**src/rtl/ntarb_pkg.sv**
```systemverilog
// Shared constants and carrier types of the intelligent NT D-channel arbiter.
// Assumes one frame-bus frame is handed over as one word per clk_sys beat.
package ntarb_pkg;

  // --------------------------------------------------------------------------
  // Mode selection
  // --------------------------------------------------------------------------
  localparam logic [1:0] MODE_INT_NT   = 2'h3;  // op-select bits two and one
  localparam logic [2:0] DIM_SG_EVAL   = 3'h1;  // arbitration field value
  localparam int         TE_SLOTS      = 12;    // timeslots of the TE frame

  // --------------------------------------------------------------------------
  // Priority classes and thresholds
  // --------------------------------------------------------------------------
  localparam logic [3:0] PRIO_LOW_CNT  = 4'h8;
  localparam logic [3:0] PRIO_HIGH_CNT = 4'hA;
  localparam logic [3:0] LOWER_LEVEL   = 4'h1;  // added after a success
  localparam int         CNT_W         = 4;

  // --------------------------------------------------------------------------
  // Channel 2 last octet layout
  // --------------------------------------------------------------------------
  localparam int         BAC_POS       = 5;     // on upstream data line
  localparam int         SG_POS        = 5;     // on downstream data line
  localparam logic [7:0] OCT_IDLE      = 8'hFF;
  localparam logic [2:0] SG_CHANNEL    = 3'h2;
  localparam logic [1:0] D_IDLE        = 2'h3;

  typedef enum logic [1:0] {
    NTARB_READY = 2'b00,
    NTARB_GRANT = 2'b01,
    NTARB_BLOCK = 2'b10,
    NTARB_OFF   = 2'b11
  } ntarb_state_t;

  // One frame seen by the arbiter; bit 1 of a D pair is the earlier bit
  typedef struct packed {
    logic [1:0] up_d;       // D bits on upstream data line (wired bus)
    logic [7:0] up_ch2_oct; // last octet of channel 2 on upstream line
    logic [1:0] s_d;        // D bits received from the S bus
    logic       s_active;   // a terminal is active in the D-channel
    logic       line_permit;// permit bit from the exchange
    logic       tx_abort;   // abort seen in the local transmission
  } ntarb_frame_in_t;

  // One frame produced by the arbiter
  typedef struct packed {
    logic [1:0] up_d;       // D bits driven to upstream channel 0
    logic [1:0] echo;       // echo bits sent on the S bus
    logic [7:0] dn_ch2_oct; // last octet of channel 2 on downstream line
    logic [2:0] sg_chan;    // channel that carries the stop/go bit
  } ntarb_frame_out_t;

  typedef struct packed {
    logic [2:0] mode;       // op_select_bit_two, _one, state_machine_select
    logic [2:0] dim;        // dchan_arbitration_field
    logic       dchan_priority_select;      // dchan_priority_select
    logic       te_frame;   // TE frame structure selected
    logic       arb_bus_en; // controller arbitration bus enabled
  } ntarb_cfg_t;

endpackage

```
**src/rtl/ntarb_ones_cnt.sv**
```systemverilog
// Consecutive-ones counter over D bit pairs, saturating.
// Assumes bit 1 of each pair precedes bit 0 on the line.
`timescale 1ns/10ps
module ntarb_ones_cnt #(
  parameter int W = 4
) (
  // Clock and reset
  input  wire logic         clk_sys,
  input  wire logic         reset,
  // Bit pairs
  input  wire logic         bit_valid,
  input  wire logic [1:0]   bits,
  // Count
  output logic      [W-1:0] count
);
  import ntarb_pkg::*;

  typedef struct packed {
    logic [W-1:0] cnt;
  } ntarb_cnt_st_t;

  ntarb_cnt_st_t st;
  ntarb_cnt_st_t next_st;
  localparam logic [W-1:0] MAXV = '1;

  initial
  begin
    if (W < 4) $error("ntarb_ones_cnt: W too small for eleven");
  end

  always_comb
  begin
    next_st = st;
    if (bit_valid)
    begin
      if (!bits[0])
        next_st.cnt = '0;                                          // RULE21
      else if (!bits[1])
        next_st.cnt = W'(1);                                       // RULE21
      else if (st.cnt >= MAXV - W'(1))
        next_st.cnt = MAXV;
      else
        next_st.cnt = st.cnt + W'(2);                              // RULE4
    end
  end

  always_ff @(posedge clk_sys)
  begin
    if (reset)
      st <= '0;
    else
      st <= next_st;
  end

  assign count = st.cnt;
endmodule // ntarb_ones_cnt

```
**src/rtl/ntarb_skid_buf.sv**
```systemverilog
// Two-entry buffer with valid/ready on both sides; output from registers.
// Assumes the drain side may hold ready low for any time.
`timescale 1ns/10ps
module ntarb_skid_buf #(
  parameter int WIDTH = 8
) (
  // Clock and reset
  input  wire logic             clk_sys,
  input  wire logic             reset,
  // Fill side
  input  wire logic             in_valid,
  output logic                  in_ready,
  input  wire logic [WIDTH-1:0] in_data,
  // Drain side
  output logic                  out_valid,
  input  wire logic             out_ready,
  output logic      [WIDTH-1:0] out_data
);
  import ntarb_pkg::*;

  typedef struct packed {
    logic             ov;
    logic             sv;
    logic [WIDTH-1:0] od;
    logic [WIDTH-1:0] sd;
  } ntarb_buf_st_t;

  ntarb_buf_st_t st;
  ntarb_buf_st_t next_st;

  initial
  begin
    if (WIDTH < 1) $error("ntarb_skid_buf: WIDTH must be positive");
  end

  always_comb
  begin
    next_st = st;
    if (out_ready || !st.ov)
    begin
      // A full skid slot refuses the offered word, so only the slot moves
      next_st.ov = st.sv || in_valid;
      next_st.od = st.sv ? st.sd : in_data;
      next_st.sv = 1'b0;
    end
    else if (in_valid && !st.sv)
    begin
      next_st.sv = 1'b1;
      next_st.sd = in_data;
    end
  end

  always_ff @(posedge clk_sys)
  begin
    if (reset)
      st <= '0;
    else
      st <= next_st;
  end

  assign in_ready  = !st.sv;
  assign out_valid = st.ov;
  assign out_data  = st.od;

endmodule // ntarb_skid_buf

```
**src/rtl/ntarb_arbiter.sv**
```systemverilog
// Intelligent NT upstream D-channel arbiter between frame-bus HDLC
// controllers and S-bus terminals. Assumes one frame word per beat on a
// valid/ready stream, clocked by clk_sys at 200 MHz.
//
// Summary of operation
// RULE1 - Intelligent NT when op-select bits two and one are 1; bit zero picks machine.
// RULE2 - Stop/go is evaluated only when the arbitration field equals 001.
// RULE3 - Arbitration offered only in TE frame with arbitration bus enabled.
// RULE4 - Count ones upstream; on threshold with bus-accessed 0, grant at once.
// RULE5 - Priority class 8 or 10 chosen by the priority select bit.
// RULE6 - Threshold is class after abort, class plus one after success.
// RULE7 - Permit bit 0 stops all sources; stop/go request not evaluated.
// RULE8 - Ready state: bus-accessed seen 1, stop/go driven 1.
// RULE9 - Controller checks bus free, sends address, then drives bus-accessed 0.
// RULE10 - Stop/go falls to 0 only after the required ones are counted.
// RULE11 - While a controller holds the channel, echo is inverted D.
// RULE12 - Controller sends only while go, frees bus-accessed when frame ends.
// RULE13 - Bus-accessed back at 1: plain echo, stop/go 1, ready.
// RULE14 - Active terminal D data is passed upstream in channel 0.
// RULE15 - Permit bit 0: inverted echo, stop/go is complement of permit.
// RULE16 - Stop/go always written in channel 2 regardless of strapped channel.
// RULE17 - Several requesting controllers resolve contention on the arbitration bus.
// RULE18 - Bus-accessed bit is bit 5 of channel 2 last octet upstream.
// RULE19 - Stop/go is bit 5 of channel 2 last octet downstream.
// RULE20 - Address compared bitwise; lowest wins, loser withdraws at once.
// RULE21 - Ones counter restarts from zero on any upstream zero bit.
`timescale 1ns/10ps
module ntarb_arbiter (
  // Clock and reset
  input  wire logic                       clk_sys,
  input  wire logic                       reset,
  // Configuration
  input  wire ntarb_pkg::ntarb_cfg_t      cfg,
  // Incoming frames
  input  wire logic                       in_valid,
  output logic                            in_ready,
  input  wire ntarb_pkg::ntarb_frame_in_t in_frame,
  // Outgoing frames
  output logic                            out_valid,
  input  wire logic                       out_ready,
  output ntarb_pkg::ntarb_frame_out_t     out_frame,
  // Status
  output ntarb_pkg::ntarb_state_t         arb_state,
  output logic                            arb_active,
  output logic                            lts_machine,
  output logic                            lower_level
);
  import ntarb_pkg::*;

  // --------------------------------------------------------------------------
  // State
  // --------------------------------------------------------------------------
  typedef struct packed {
    ntarb_state_t fsm;
    logic         success;   // last local transmission was not aborted
    logic         aborted;   // abort seen during current grant
    logic         active;
    logic         lts;
  } ntarb_arb_st_t;

  ntarb_arb_st_t    st;
  ntarb_arb_st_t    next_st;
  ntarb_frame_out_t word;
  logic             fire;
  logic             buf_ready;
  logic             arb_en;
  logic             bac;
  logic [CNT_W-1:0] ones;
  logic [CNT_W-1:0] need;

  initial
  begin
    if (TE_SLOTS != 12) $error("ntarb_arbiter: TE frame must hold 12 slots");
  end

  assign fire     = in_valid && buf_ready;
  assign in_ready = buf_ready;
  assign bac      = in_frame.up_ch2_oct[BAC_POS];                  // RULE18

  assign arb_en = (cfg.mode[2:1] == MODE_INT_NT)                   // RULE1
               && (cfg.dim == DIM_SG_EVAL)                         // RULE2
               && cfg.te_frame && cfg.arb_bus_en;                  // RULE3

  assign need = (cfg.dchan_priority_select ? PRIO_HIGH_CNT : PRIO_LOW_CNT)         // RULE5
              + (st.success ? LOWER_LEVEL : '0);                   // RULE6

  // --------------------------------------------------------------------------
  // Consecutive ones on the upstream D-channel
  // --------------------------------------------------------------------------
  ntarb_ones_cnt #(
    .W         (CNT_W)
  ) u_ones (
    .clk_sys   (clk_sys),
    .reset     (reset),
    .bit_valid (fire),
    .bits      (in_frame.up_d),
    .count     (ones)
  );

  // --------------------------------------------------------------------------
  // Arbitration state machine
  // --------------------------------------------------------------------------
  always_comb
  begin
    next_st        = st;
    next_st.active = arb_en;
    next_st.lts    = cfg.mode[0];                                  // RULE1
    if (fire)
    begin
      if (!arb_en)
        next_st.fsm = NTARB_OFF;
      else if (!in_frame.line_permit)
        next_st.fsm = NTARB_BLOCK;                                 // RULE7
      else
      begin
        case (st.fsm)
          NTARB_GRANT:
          begin
            if (in_frame.tx_abort)
              next_st.aborted = 1'b1;
            if (bac)
            begin
              next_st.fsm     = NTARB_READY;                       // RULE13
              next_st.success = !(st.aborted || in_frame.tx_abort);// RULE6
              next_st.aborted = 1'b0;
            end
          end
          NTARB_READY:
          begin
            if (!bac && ones >= need)
            begin
              next_st.fsm     = NTARB_GRANT;                       // RULE4
              next_st.aborted = in_frame.tx_abort;
            end
          end
          default:
            next_st.fsm = NTARB_READY;
        endcase
      end
    end
  end

  always_ff @(posedge clk_sys)
  begin
    if (reset)
      st <= '{fsm: NTARB_OFF, default: '0};
    else
      st <= next_st;
  end

  // --------------------------------------------------------------------------
  // Outgoing frame word
  // --------------------------------------------------------------------------
  always_comb
  begin
    word            = '0;
    word.sg_chan    = SG_CHANNEL;                                  // RULE16
    word.dn_ch2_oct = OCT_IDLE;                                    // RULE19
    word.up_d       = D_IDLE;
    word.echo       = in_frame.up_d;                               // RULE13
    if (next_st.fsm == NTARB_GRANT)
    begin
      word.dn_ch2_oct[SG_POS] = 1'b0;                              // RULE10
      word.echo               = ~in_frame.up_d;                    // RULE11
    end
    else if (next_st.fsm == NTARB_BLOCK)
    begin
      word.dn_ch2_oct[SG_POS] = !in_frame.line_permit;             // RULE15
      word.echo               = ~in_frame.up_d;                    // RULE15
    end
    else
    begin
      word.dn_ch2_oct[SG_POS] = 1'b1;                              // RULE8
      if (in_frame.s_active)
        word.up_d = in_frame.s_d;                                  // RULE14
    end
  end

  // --------------------------------------------------------------------------
  // Output buffer
  // --------------------------------------------------------------------------
  ntarb_skid_buf #(
    .WIDTH     ($bits(ntarb_frame_out_t))
  ) u_buf (
    .clk_sys   (clk_sys),
    .reset     (reset),
    .in_valid  (in_valid),
    .in_ready  (buf_ready),
    .in_data   (word),
    .out_valid (out_valid),
    .out_ready (out_ready),
    .out_data  (out_frame)
  );

  assign arb_state   = st.fsm;
  assign arb_active  = st.active;
  assign lts_machine = st.lts;
  assign lower_level = st.success;
endmodule // ntarb_arbiter

```
**config.mk**
```make
export PLATFORM = sky130hd
export DESIGN_NAME = ntarb_arbiter
export DESIGN_NICKNAME = d
export VERILOG_FILES = /design/src/rtl/ntarb_pkg.sv /design/src/rtl/ntarb_ones_cnt.sv /design/src/rtl/ntarb_skid_buf.sv /design/src/rtl/ntarb_arbiter.sv
export SDC_FILE = /design/constraint.sdc
export NUM_CORES = 1
export LEC_CHECK = 0
export BUFFER_PORTS_ARGS = -buffer_cell sky130_fd_sc_hd__buf_2
export CORE_UTILIZATION = 55
export CTS_CLUSTER_SIZE = 14
export DETAILED_ROUTE_END_ITERATION = 8
export PLACE_DENSITY = 0.92
export SLEW_MARGIN = 20
export SYNTH_ARGS = -nofsm -noshare
export SYNTH_HDL_FRONTEND = slang
export SYNTH_HIERARCHICAL = 1
export SYNTH_SLANG_ARGS = --single-unit
```
**constraint.sdc**
```tcl
create_clock -name clk_sys -period 2.3 [get_ports clk_sys]
set_input_delay 0 -clock clk_sys [delete_from_list [all_inputs] [get_ports clk_sys]]
set_output_delay 0 -clock clk_sys [all_outputs]
set_load 0.01 [all_outputs]
```
After elaboration in Yosys (flattened, before gate mapping)
Cells that the tools add are included.

storage, ports and cells
  register bits = 40
  input port bits = 28
  output and inout port bits = 22

operators by class
  $add $sub $neg = 2
  $lt $le $gt $ge = 2
  equal/unequal tests = 7
  multiplexer cells = 25
  bitwise gates (word level) = 2
  reduce and logical (&&, ||, !) cells = 19

operators by type and width
  operator                                                  number
  2-to-1 mux 2 bit                                          11
  2-to-1 mux 4 bit                                          5
  2-to-1 mux 15 bit                                         1
  2-to-1 mux 1 bit                                          6
  AND reduction 6 bit                                       1
  logical AND 1 bit                                         5
  logical NOT 1 bit                                         5
  AND reduction 5 bit                                       1
  adder 4 x 1 -> 4 bit                                      1
  adder 4 x 2 -> 4 bit, second input constant               1
  equality test 2 x 1 -> 1 bit, second input constant       2
  equality test 2 bit, second input constant                2
  greater-or-equal comparator 4 bit                         1
  greater-or-equal comparator 4 bit, second input constant  1
  case mux 2 bit (2 select lines)                           1
  equality test 3 x 1 -> 1 bit, second input constant       1
  logical OR 1 bit                                          3
  != test 3 bit, second input constant                      1
  logical NOT 2 bit                                         1
  != test 2 bit, second input constant                      1
  inverter 2 bit                                            1
  case mux 1 bit (2 select lines)                           1
  AND reduction 2 bit                                       1
  nonzero test 2 bit                                        1
  2 further kinds                                           2

Depth between registers and ports, before layout
Gate-level depths: netlist of the first run.

  depth after elaboration = 13
  gate-level depth with buffers = 9
  mapped depth without buffers = 8

Hierarchy
Netlist of the first run, hierarchy kept.

by module, submodules not included
  module          times used  cells an instance  area each (µm²)  seq. area each (µm²)
  ntarb_skid_buf  1           157                1610.3           640.6
  ntarb_arbiter   1           61                 516.7            120.1
  ntarb_ones_cnt  1           21                 200.2            80.1

Least setup slack after synthesis of the first run
Ideal clock, no wire load.

  path kind = register to register
  start point = reg u_buf/st[30] in the netlist's numbering
  end point = reg u_buf.st, in the netlist u_buf/out_data[11]
  setup time = 0.086 ns
  arrival time = 1.795 ns
  required time = 2.214 ns
  setup slack = 0.419 ns
  stages on the path, launching flop included = 10
  path buffers = 2
  clock period less this slack = 1.881 ns
  cells stage by stage = dfxtp_1 > buf_6 > buf_4 > inv_1 > nand2_1 > nor3_4 > a32oi_2 > xnor2_1 > mux2i_1 > a211oi_1

RTL lines
  what                      line                  text
  start: declaration        ntarb_skid_buf.sv:28  ntarb_buf_st_t st;
  start signal: assignment  ntarb_skid_buf.sv:58  st <= next_st;

==> out/metrics.csv, run 1 <==
stage,metric,value,unit
outcome,outcome,completed,
sta,worst_pin_slew,0.831,ns
sta,setup_viol,0,
cts,cts_sinks,42,
placement,place.detailed.hpwl,2820,um
synth,synth_compound_gate_area_share,11.7,%
synth,synth.area.top_cells,"sky130_fd_sc_hd__dfxtp_1 (36%), sky130_fd_sc_hd__mux2i_1 (14%), sky130_fd_sc_hd__nand2b_1 (9.4%)",
layout,drive_gt1_share,21.1,%
die,dieArea,4500,um^2
layout,antennaDiodeCount,0,
global_route,grt_total_usage,20.5,%
global_route,grt_start_max_net_pins,59,
synth,synth.top_cell.area_share,36.1,%
route,drcViolationCount,0,
die,initial_utilization,57.8,%
synth,synth_enable_flop_cells,0,
synth,netlist_area,2330,um^2
run,drv_cap,0,
setup_path,timing.critical_path.fanout_max,7,
power,power.total,1.55,mW
cts,cts_tree,built,
synth,synth.yosys.seq_area_share,36.1,%
power,vdd_drop_max,0.358,mV
synth,dominantRegCellSynth,sky130_fd_sc_hd__dfxtp_1,
sta,hold_ws,0.0124,ns
cts,cts.clk_slew.worst_paths,0.08,ns
cts,clock_tree.root_cell,sky130_fd_sc_hd__clkbuf_8,
sta,unrepaired_setup_endpoints_after_global_routing,no,
worst_hold_path,worst_hold_startpoint,cfg[3],
placement,gpl.final_weighted_congestion,0.815,
sta,hold_viol_final,0,
cts,cts_resized,0,
global_route,grt.overflow.total,0,
route,postRouteAntennaNets,0,
die,fp.dieH,67.1,um
cts,clock_insertion_delay_at_the_later_pin_of_the_skew_report,0.30,ns
sta,max_clock_freq,525,MHz
setup_path,r2r_setup_slack,0.40,ns
setup_path,critPathLaunch,u_ones/count[1]$_SDFFE_PP0P_,
route,wl_per_cell,12.7,um
die,design.core.area,4030,um^2
sta,postLayoutSetupSlackWorst,0.396,ns
synth,yosys-mux-area-fraction,13.8,%
route,starting_drt_drc_count,154,
sta,skew,0.00824,ns
layout,final_layout_fill_cell_count,331,
die,fp.dieW,67.1,um
setup_path,cp_data_arrival_time,2.12,ns
cts,cts.repair_timing.setup_buffer_count,0,
global_route,initial_antenna_violation_count,0,
synth,ys_seq_elements,42,
route,vias_per_std_cell,5.20,
sta,final.setup.tns,0,ns
synth,post_synth_fa_ha_maj_area_fraction,1.61,%
synth,syn_inst,239,
layout,flow.area_growth_from_synthesis,11.3,%
die,row_count,23,
synth,synth.avg_cell_area,9.74,um^2
placement,portBuffers,42,
setup_path,critical_path.startpoint_type,register,
route,firstDrtPassIters,6,
worst_hold_path,hp-class,input pin to register,
synth,yosysWarnings,6,
die,top_level_ports,50,
sta,finalCriticalPeriod,1.90,ns
route,num_vias,1716,
synth,synth_top_family_by_area,simple AND/OR/NAND/NOR gates,
placement,pre_cts_ws,0.379,ns
cts,cts_htree_levels,2,
synth,postSynth.asyncResetShare,0,%
setup_path,cp-end-kind,register,
route,finalWirelength,4200,um
cts,numCtsBuffers,5,
synth,synth_top_area_cell,sky130_fd_sc_hd__dfxtp_1,
power,power.density,598,nW/um^2
setup_path,worst_ep_required_time,2.51,ns
synth,synth_xor_xnor_area_share,1.13,%
synth,synth_simple_gate_area_share,24.4,%
power,power.leakage,1.01,nW
cts,clk_path_buf_depth,2,
sta,final-max-slew-violation-count,0,
setup_path,regToRegStartpoint,u_ones/count[1]$_SDFFE_PP0P_,
sta,min_period_over_period,82.8,%
layout,num-nets-final,310,
global_route,wire_length_of_the_first_global_routing_pass,6870,um
setup_path,critical_path_type,register to register,
sta,slew-limit-headroom,44.6,%
synth,yosysUniqueCellTypes,44,
global_route,first_global_vias,1505,
per-stage QoR:
step           util (%)  instances  cell area (um^2)
5_1_grt            64.3        330              2590
2_1_floorplan         -        257              2390
3_5_place_dp       61.1        320              2460
3_3_place_gp       61.1        320              2460
6_report           64.3        330              2590
4_1_cts            64.3        330              2590
final timing paths:
kind,to,depth (start not counted)
worst min-delay path,arb_active$_SDFF_PP0_,3
worst max-delay path,u_buf/out_data[11]$_SDFFE_PP0P_,7
worst max register to register,u_buf/out_data[11]$_SDFFE_PP0P_,7
worst min register to register,u_buf/st[7]$_SDFFE_PP0P_,2
sequential cells by signal (all words and copies together) (netlist names):
signal and count:
u_buf/st 16, u_buf/out_data 15, u_ones/count 4, arb_state 2, arb_active 1, lower_level 1
lts_machine 1, st 1, u_buf/out_valid 1
cells by family after synthesis:
logic type                 count (synthesis)
AOI/OAI and AO/OA                         37
xor gates and xnor gates                   3
adders and majority gates                  3
buffers and inverters                     39
DFF                                       42
muxes                                     32
other                                      2
and+or+nand+nor                           81
critical path: stages, from the launching register on:
cell                       delay (ns)
sky130_fd_sc_hd__dfxtp_1         0.37
sky130_fd_sc_hd__ha_1            0.23
sky130_fd_sc_hd__nor4b_2         0.23
sky130_fd_sc_hd__o21ai_1         0.12
sky130_fd_sc_hd__a32oi_2         0.32
sky130_fd_sc_hd__xnor2_1         0.20
sky130_fd_sc_hd__mux2i_1         0.12
sky130_fd_sc_hd__a211oi_1        0.23
cell usage after synthesis (4+ instances only):
cell                       number
sky130_fd_sc_hd__dfxtp_1       42
sky130_fd_sc_hd__nand2b_1      35
sky130_fd_sc_hd__mux2i_1       32
sky130_fd_sc_hd__buf_4         19
sky130_fd_sc_hd__a211oi_1      16
sky130_fd_sc_hd__nor3b_1       15
sky130_fd_sc_hd__inv_1          7
sky130_fd_sc_hd__nor2_1         7
sky130_fd_sc_hd__buf_2          6
sky130_fd_sc_hd__a21oi_1        5
sky130_fd_sc_hd__clkbuf_1       4
sky130_fd_sc_hd__nand3b_1       4
sky130_fd_sc_hd__nor2b_1        4
metal layers:
layer / vias up / GRT usage, % / wire [um] / share of wire, %
met5: - / 0 / 0 / 0
met4: 0 / 7.98 / 55 / 1.3
met3: 5 / 4.62 / 183 / 4.4
met2: 48 / 33.0 / 1960 / 47
met1: 774 / 26.2 / 2010 / 48
li1: 889 / - / - / -
report_power, final:
| part | total (mW) | switching, mW | internal [mW] |
|---|---|---|---|
| clock | 0.581 | 0.257 | 0.324 |
| sequential | 0.777 | 0.0179 | 0.759 |
| combinational | 0.192 | 0.101 | 0.0902 |
| total | 1.55 | 0.376 | 1.17 |
timing repair:
action                                  4_1_cts  5_1_grt
hold buffers                                  2        0
endpoints found under the setup margin        0        0
hold endpoints to repair                      2        0
cells in the final DEF (no fill, tap or decap), types with 7 or more instances in the layout:
master                     count
sky130_fd_sc_hd__conb_1       20
sky130_fd_sc_hd__nor2_1        7
sky130_fd_sc_hd__mux2i_1      32
sky130_fd_sc_hd__inv_1         7
sky130_fd_sc_hd__buf_2        42
sky130_fd_sc_hd__nand2b_1     35
sky130_fd_sc_hd__nor3b_1      15
sky130_fd_sc_hd__a211oi_1     16
sky130_fd_sc_hd__dfxtp_1      42
cell type report:
cell class / count / area (um^2) / area share (%)
Clock buffer: 6 / 72.6 / 2.80
Timing Repair Buffer: 47 / 253 / 9.76
Multi-Input combinational cell: 176 / 1300 / 50.1
Sequential cell: 42 / 841 / 32.5
Clock inverter: 2 / 37.5 / 1.45
Tap cell: 50 / 62.6 / 2.42
Inverter: 7 / 26.3 / 1.01
Note: power is estimated with default switching activity, not from simulation.
==> run 2: changes to the inputs <==
Clock period 2.3 ns to 1.8 ns, I/O delays scaled along.
==> run 2 against run 1 <==
Highest routed layer unchanged. Critical path depth did not move. Setup slack got worse by 0.29 ns. Critical path type unchanged. Sequential power rose by 28%. Largest power group unchanged. Largest cell class unchanged. Count of clock-buffer cells in the layout fell by 1. Non-clock buffer count rose by 7.
==> out/metrics.csv, run 2 (synthesis results as in run 1) <==
stage,metric,value,unit,change
setup_path,critical-path-slowest-cell,sky130_fd_sc_hd__dfxtp_2,,
power,vdd_drop_max,0.530,mV,+48%
setup_path,timing.critical_path.slowest_cell_delay,0.34,ns,-0.03 ns
layout,layout_common_cells,"sky130_fd_sc_hd__buf_2 (42), sky130_fd_sc_hd__dfxtp_1 (38), sky130_fd_sc_hd__nand2b_1 (35), sky130_fd_sc_hd__mux2i_1 (32), sky130_fd_sc_hd__conb_1 (20)",,
sta,final.setup.tns,0,ns,unchanged
route,finalWirelength,4170,um,-0.88%
sta,slew-limit-headroom,48.8,%,+4.2 points
sta,min_period_over_period,93.9,%,+11 points
cts,cts.clk_slew.worst_paths,0.07,ns,about the same
layout,flip_flop_count_of_the_largest_register_after_layout,16,,unchanged
route,wl_per_cell,12.4,um,-2.7%
setup_path,critPathBufInv,0,,unchanged
global_route,grt_total_usage,20.0,%,-0.52 points
layout,num-nets-final,317,,+2.3%
cts,clock_tree.root_cell,sky130_fd_sc_hd__clkbuf_8,,
die,row_count,23,,unchanged
global_route,first_global_vias,1507,,+0.13%
sta,finalCriticalPeriod,1.69,ns,-0.213 ns
setup_path,worstRegToRegCells,7,,unchanged
global_route,grt.overflow.total,0,,unchanged
outcome,outcome,completed,,
layout,layout.cells.most_common,sky130_fd_sc_hd__buf_2,,
sta,skew,0.00344,ns,-0.00480 ns
worst_hold_path,whs_path_depth,3,,unchanged
layout,flow.area_growth_from_synthesis,14.6,%,
setup_path,cp_data_arrival_time,1.89,ns,-0.23 ns
route,postRouteAntennaNets,0,,unchanged
placement,portBuffers,42,,unchanged
placement,gpl.final_weighted_congestion,0.867,,+6.4%
die,fp.dieH,67.1,um,unchanged
setup_path,critical_path_stages,7,,unchanged
sta,unrepaired_setup_endpoints_after_global_routing,no,,
sta,max_clock_freq,592,MHz,+13%
die,top_level_ports,50,,unchanged
worst_hold_path,hp-class,input pin to register,,
run,drv_cap,0,,unchanged
global_route,wire_length_of_the_first_global_routing_pass,6640,um,-3.2%
die,design.core.area,4030,um^2,unchanged
setup_path,critical_path_type,register to register,,
die,dieArea,4500,um^2,unchanged
cts,cts_htree_levels,2,,unchanged
sta,hold_viol_final,0,,unchanged
die,initial_utilization,57.8,%,unchanged
power,power.leakage,1.04,nW,+3.1%
setup_path,timing.critical_path.fanout_max,4,,-3
layout,registers.top_by_ff_count,u_buf/st,,
setup_path,worst_ep_required_time,2.00,ns,-0.51 ns
cts,clock_insertion_delay_at_the_later_pin_of_the_skew_report,0.29,ns,about the same
layout,drive_gt1_share,26.9,%,+5.9 points
global_route,grt_start_max_net_pins,56,,-5.1%
die,fp.dieW,67.1,um,unchanged
setup_path,critical_path.top_delay_family,compound AO/OA/AOI/OAI gates,,
layout,final_layout_fill_cell_count,320,,-3.3%
route,starting_drt_drc_count,98,,-36%
setup_path,critical_path.startpoint_type,register,,
cts,clk_path_buf_depth,2,,unchanged
layout,antennaDiodeCount,0,,unchanged
cts,numCtsBuffers,5,,unchanged
route,firstDrtPassIters,4,,-2
cts,cts_tree,built,,
sta,final-max-slew-violation-count,0,,unchanged
route,vias_per_std_cell,5.21,,+0.10%
sta,setup_viol,0,,unchanged
sta,hold_ws,0.0107,ns,-0.00166 ns
placement,place.detailed.hpwl,2850,um,+0.99%
setup_path,cp-end-kind,register,,
route,drcViolationCount,0,,unchanged
sta,worst_pin_slew,0.768,ns,-0.0631 ns
global_route,initial_antenna_violation_count,0,,unchanged
power,power.density,681,nW/um^2,+14%
route,num_vias,1749,,+1.9%
cts,cts_sinks,42,,unchanged
setup_path,critical_path_cell_sequence,"ha_4, nor4b_4, o21ai_2, a32oi_2, xnor2_1, mux2i_1, a211oi_1",,
==> run 2: layout make-up <==
class / instances / area [um^2] / area share [%]
clock inverters: 2 / 10.0 / 0.375
multi-input cells: 176 / 1350 / 50.6
repair buffers: 54 / 305 / 11.4
well taps: 50 / 62.6 / 2.35
inverters: 7 / 26.3 / 0.985
flip-flops and latches: 42 / 846 / 31.7
clock buffers: 5 / 68.8 / 2.58
==> run 2: worst min-delay path: stages <==
cell and delay [ns]:
sky130_fd_sc_hd__buf_2 0.11, sky130_fd_sc_hd__nand4b_4 0.10, sky130_fd_sc_hd__nor3_1 0.05
==> run 2: power by group <==
group	total, mW	internal (mW)	switching [mW]
Sequential	0.995	0.970	0.0245
Clock	0.568	0.260	0.307
Combinational	0.255	0.123	0.132
Total	1.82	1.35	0.464
==> run 2: repair_timing <==
action | in CTS | in global routing
pin swaps | 1 | 6
hold buffers | 2 | 0
setup buffers | 0 | 1
resized for setup | 0 | 12
setup endpoints to repair | 2 | 6
endpoints found under the hold margin | 2 | 0
==> run 2: through the flow <==
step                setup slack, ns  util, %  std cells  total power [mW]  cell area (um^2)
floorplan                   0.00512        -        257              1.21              2400
global placement             0.0368     62.2        326              1.25              2510
detailed placement        -0.000571     62.2        326              1.26              2510
CTS                         0.00661     64.7        335              1.83              2610
global route                0.00445     66.2        336              1.91              2670
finish                        0.110     66.2        336              1.82              2670
==> run 2: worst paths after layout <==
check                                    end                          from  slack [ns]
max          u_buf/out_data[12]$_SDFFE_PP0P_  u_ones/count[1]$_SDFFE_PP0P_        0.11
min                    arb_active$_SDFF_PP0_                        cfg[3]        0.01
max reg2reg  u_buf/out_data[12]$_SDFFE_PP0P_  u_ones/count[1]$_SDFFE_PP0P_        0.11
min reg2reg         u_buf/st[5]$_SDFFE_PP0P_      u_buf/st[5]$_SDFFE_PP0P_        0.48
==> run 2: per-layer routing <==
layer  track usage, %  share of wire, %  routed length, um
met5                0                 0                  0
met4             8.78               1.6                 65
met3             4.97               5.6                233
met2             33.6                48               2020
met1             23.6                44               1850
==> run 3: changes to the inputs <==
Settings changed: SETUP_SLACK_MARGIN set to 0.3.
Clock period 1.8 ns to 1.6 ns, I/O delays scaled along.
==> run 3 against run 2 <==
The run now ends with setup timing left. Die area unchanged. Hold slack improved by 0.00094 ns. Clock skew increased by 0.0016 ns.
==> out/metrics.csv, run 3 (synthesis results as in run 1) <==
stage,metric,value,unit,change
setup_path,critical_path_type,register to register,,
setup_path,critical_path.top_delay_family,compound AO/OA/AOI/OAI gates,,
setup_path,regToRegStartpoint,u_ones/count[0]$_SDFFE_PP0P_,,
global_route,grt.overflow.total,0,,unchanged
outcome,outcome,"complete, but fails checks",,
setup_path,cp_data_arrival_time,1.93,ns,+0.04 ns
cts,clock_insertion_delay_at_the_later_pin_of_the_skew_report,0.30,ns,about the same
setup_path,critical-path-slowest-cell,sky130_fd_sc_hd__dfxtp_2,,
sta,skew,0.00500,ns,+0.00156 ns
worst_hold_path,hp-class,input pin to register,,
setup_path,critical_path.startpoint_type,register,,
die,dieArea,4500,um^2,unchanged
setup_path,timing.critical_path.slowest_cell_delay,0.35,ns,about the same
layout,num-nets-final,331,,+4.4%
sta,final-max-slew-violation-count,0,,unchanged
route,starting_drt_drc_count,101,,+3.1%
die,fp.dieH,67.1,um,unchanged
layout,antennaDiodeCount,0,,unchanged
sta,hold_viol_final,0,,unchanged
route,firstDrtPassIters,4,,unchanged
route,drcViolationCount,0,,unchanged
sta,postLayoutSetupSlackWorst,-0.114,ns,-0.224 ns
route,postRouteAntennaNets,0,,unchanged
setup_path,critPathLaunch,u_ones/count[0]$_SDFFE_PP0P_,,
sta,hold_ws,0.0117,ns,+0.000935 ns
run,drv_cap,0,,unchanged
layout,drive_gt1_share,32.2,%,+5.3 points
global_route,first_global_vias,1683,,+12%
power,intPower,1.65,mW,+22%
power,share_clk_of_total_power,35.0,%,+3.8 points
power,power.total,2.22,mW,+22%
layout,layout.cells.most_common,sky130_fd_sc_hd__buf_2,,
cts,clock_tree.root_cell,sky130_fd_sc_hd__clkbuf_8,,
global_route,grt_total_usage,22.2,%,+2.2 points
cts,numCtsBuffers,5,,unchanged
route,finalWirelength,4840,um,+16%
cts,cts.clk_slew.worst_paths,0.08,ns,about the same
sta,min_period_over_period,107,%,+13 points
power,seq_power_share,50.4,%,-4.3 points
cts,cts_htree_levels,2,,unchanged
die,row_count,23,,unchanged
sta,unrepaired_setup_endpoints_after_global_routing,yes,,
route,wl_per_cell,13.8,um,+11%
sta,finalCriticalPeriod,1.71,ns,+0.0240 ns
layout,flip_flop_count_of_the_largest_register_after_layout,16,,unchanged
setup_path,cp-end-kind,register,,
cts,cts_tree,built,,
power,vdd_drop_max,0.525,mV,-0.92%
sta,setup_viol,6,,+6
setup_path,critPathBufInv,1,,+1
sta,max_clock_freq,583,MHz,-1.4%
cts,cts_sinks,42,,unchanged
placement,portBuffers,42,,unchanged
global_route,initial_antenna_violation_count,0,,unchanged
layout,flow.area_growth_from_synthesis,24.9,%,
global_route,grt_start_max_net_pins,59,,+5.4%
outcome,failed_checks,setup timing,,
placement,place.detailed.hpwl,3160,um,+11%
worst_hold_path,worst_hold_startpoint,cfg[3],,
cts,clk_path_buf_depth,2,,unchanged
layout,registers.top_by_ff_count,u_buf/st,,
route,vias_per_std_cell,5.28,,+1.4%
power,power.share.switching,25.5,%,+0.034 points
die,design.core.area,4030,um^2,unchanged
power,power.leakage,1.14,nW,+9.5%
power,share_comb_of_total_power,14.6,%,+0.6 points
power,total_switching_power,567,uW,+22%
route,num_vias,1853,,+5.9%
global_route,wire_length_of_the_first_global_routing_pass,7450,um,+12%
setup_path,timing.critical_path.fanout_max,4,,unchanged
setup_path,critical_path_cell_sequence,"inv_2, ha_4, nor2b_4, o21ai_2, a32oi_2, xnor2_1, mux2i_1, a211oi_1",,
power,power.density,763,nW/um^2,+12%
layout,layout_common_cells,"sky130_fd_sc_hd__buf_2 (42), sky130_fd_sc_hd__dfxtp_1 (36), sky130_fd_sc_hd__nand2b_1 (35), sky130_fd_sc_hd__mux2i_1 (32), sky130_fd_sc_hd__conb_1 (20)",,
die,fp.dieW,67.1,um,unchanged
placement,gpl.final_weighted_congestion,0.861,,-0.72%
die,top_level_ports,50,,unchanged
die,initial_utilization,57.8,%,unchanged
setup_path,worst_ep_required_time,1.81,ns,-0.19 ns
-- run 3: routing by layer --
layer  vias to the layer above  share of wire [%]  GRT usage, %
li1                        930                  -             -
met1                       860                 45          27.0
met2                        55                 48          37.5
met3                         8                5.1          5.31
met4                         0                1.6          7.71
met5                         -                  0             0
-- run 3: power groups by stage --
stage | Clock (mW) | Sequential, mW | Combinational, mW
after floorplan | 0 | 1.14 | 0.228
after global placement | 0 | 1.14 | 0.280
after detailed placement | 0 | 1.14 | 0.289
after CTS | 0.789 | 1.12 | 0.314
after global routing | 0.842 | 1.12 | 0.357
final | 0.777 | 1.12 | 0.325
-- run 3: path summary, 6_finish.rpt --
path,to,slack (ns),cells after the start
worst max-delay path,u_buf/out_data[12]$_SDFFE_PP0P_,-0.11,8
worst min-delay path,arb_active$_SDFF_PP0_,0.01,3
worst max register to register,u_buf/out_data[12]$_SDFFE_PP0P_,-0.11,8
worst min register to register,u_buf/st[3]$_SDFFE_PP0P_,0.48,2
-- run 3: stage by stage --
step	util, %	TNS (ns)	area, um^2	cells	setup WS (ns)
after floorplan	-	-0.145	2430	257	-0.0726
after global placement	64.8	-0.312	2610	334	-0.0936
after detailed placement	64.8	-0.826	2610	334	-0.182
after CTS	70.8	-0.282	2850	347	-0.137
after global routing	72.2	-1.14	2910	351	-0.221
final	72.2	-0.335	2910	351	-0.114
-- run 3: timing repair --
action | 4_1_cts | 5_1_grt
hold buffers | 2 | 0
setup buffers | 2 | 4
cloned | 1 | 0
setup endpoints to repair | 25 | 27
resized for setup | 13 | 9
endpoints found under the hold margin | 2 | 0
pin swaps | 10 | 7
-- run 3: layout make-up --
type | count | area [um^2]
fill | 299 | 1120
multi-input combinational | 176 | 1380
clock inverter | 1 | 7.51
tap | 50 | 62.6
inverter | 7 | 35.0
clock buffer | 7 | 97.6
sequential | 42 | 853
timing repair buffer | 68 | 475
-- run 3: worst register-to-register path, cell delays in order, from the launching register on --
cell and delay [ns]:
sky130_fd_sc_hd__dfxtp_2 0.35, sky130_fd_sc_hd__inv_2 0.04, sky130_fd_sc_hd__ha_4 0.24, sky130_fd_sc_hd__nor2b_4 0.12, sky130_fd_sc_hd__o21ai_2 0.07, sky130_fd_sc_hd__a32oi_2 0.33
sky130_fd_sc_hd__xnor2_1 0.18, sky130_fd_sc_hd__mux2i_1 0.10, sky130_fd_sc_hd__a211oi_1 0.20
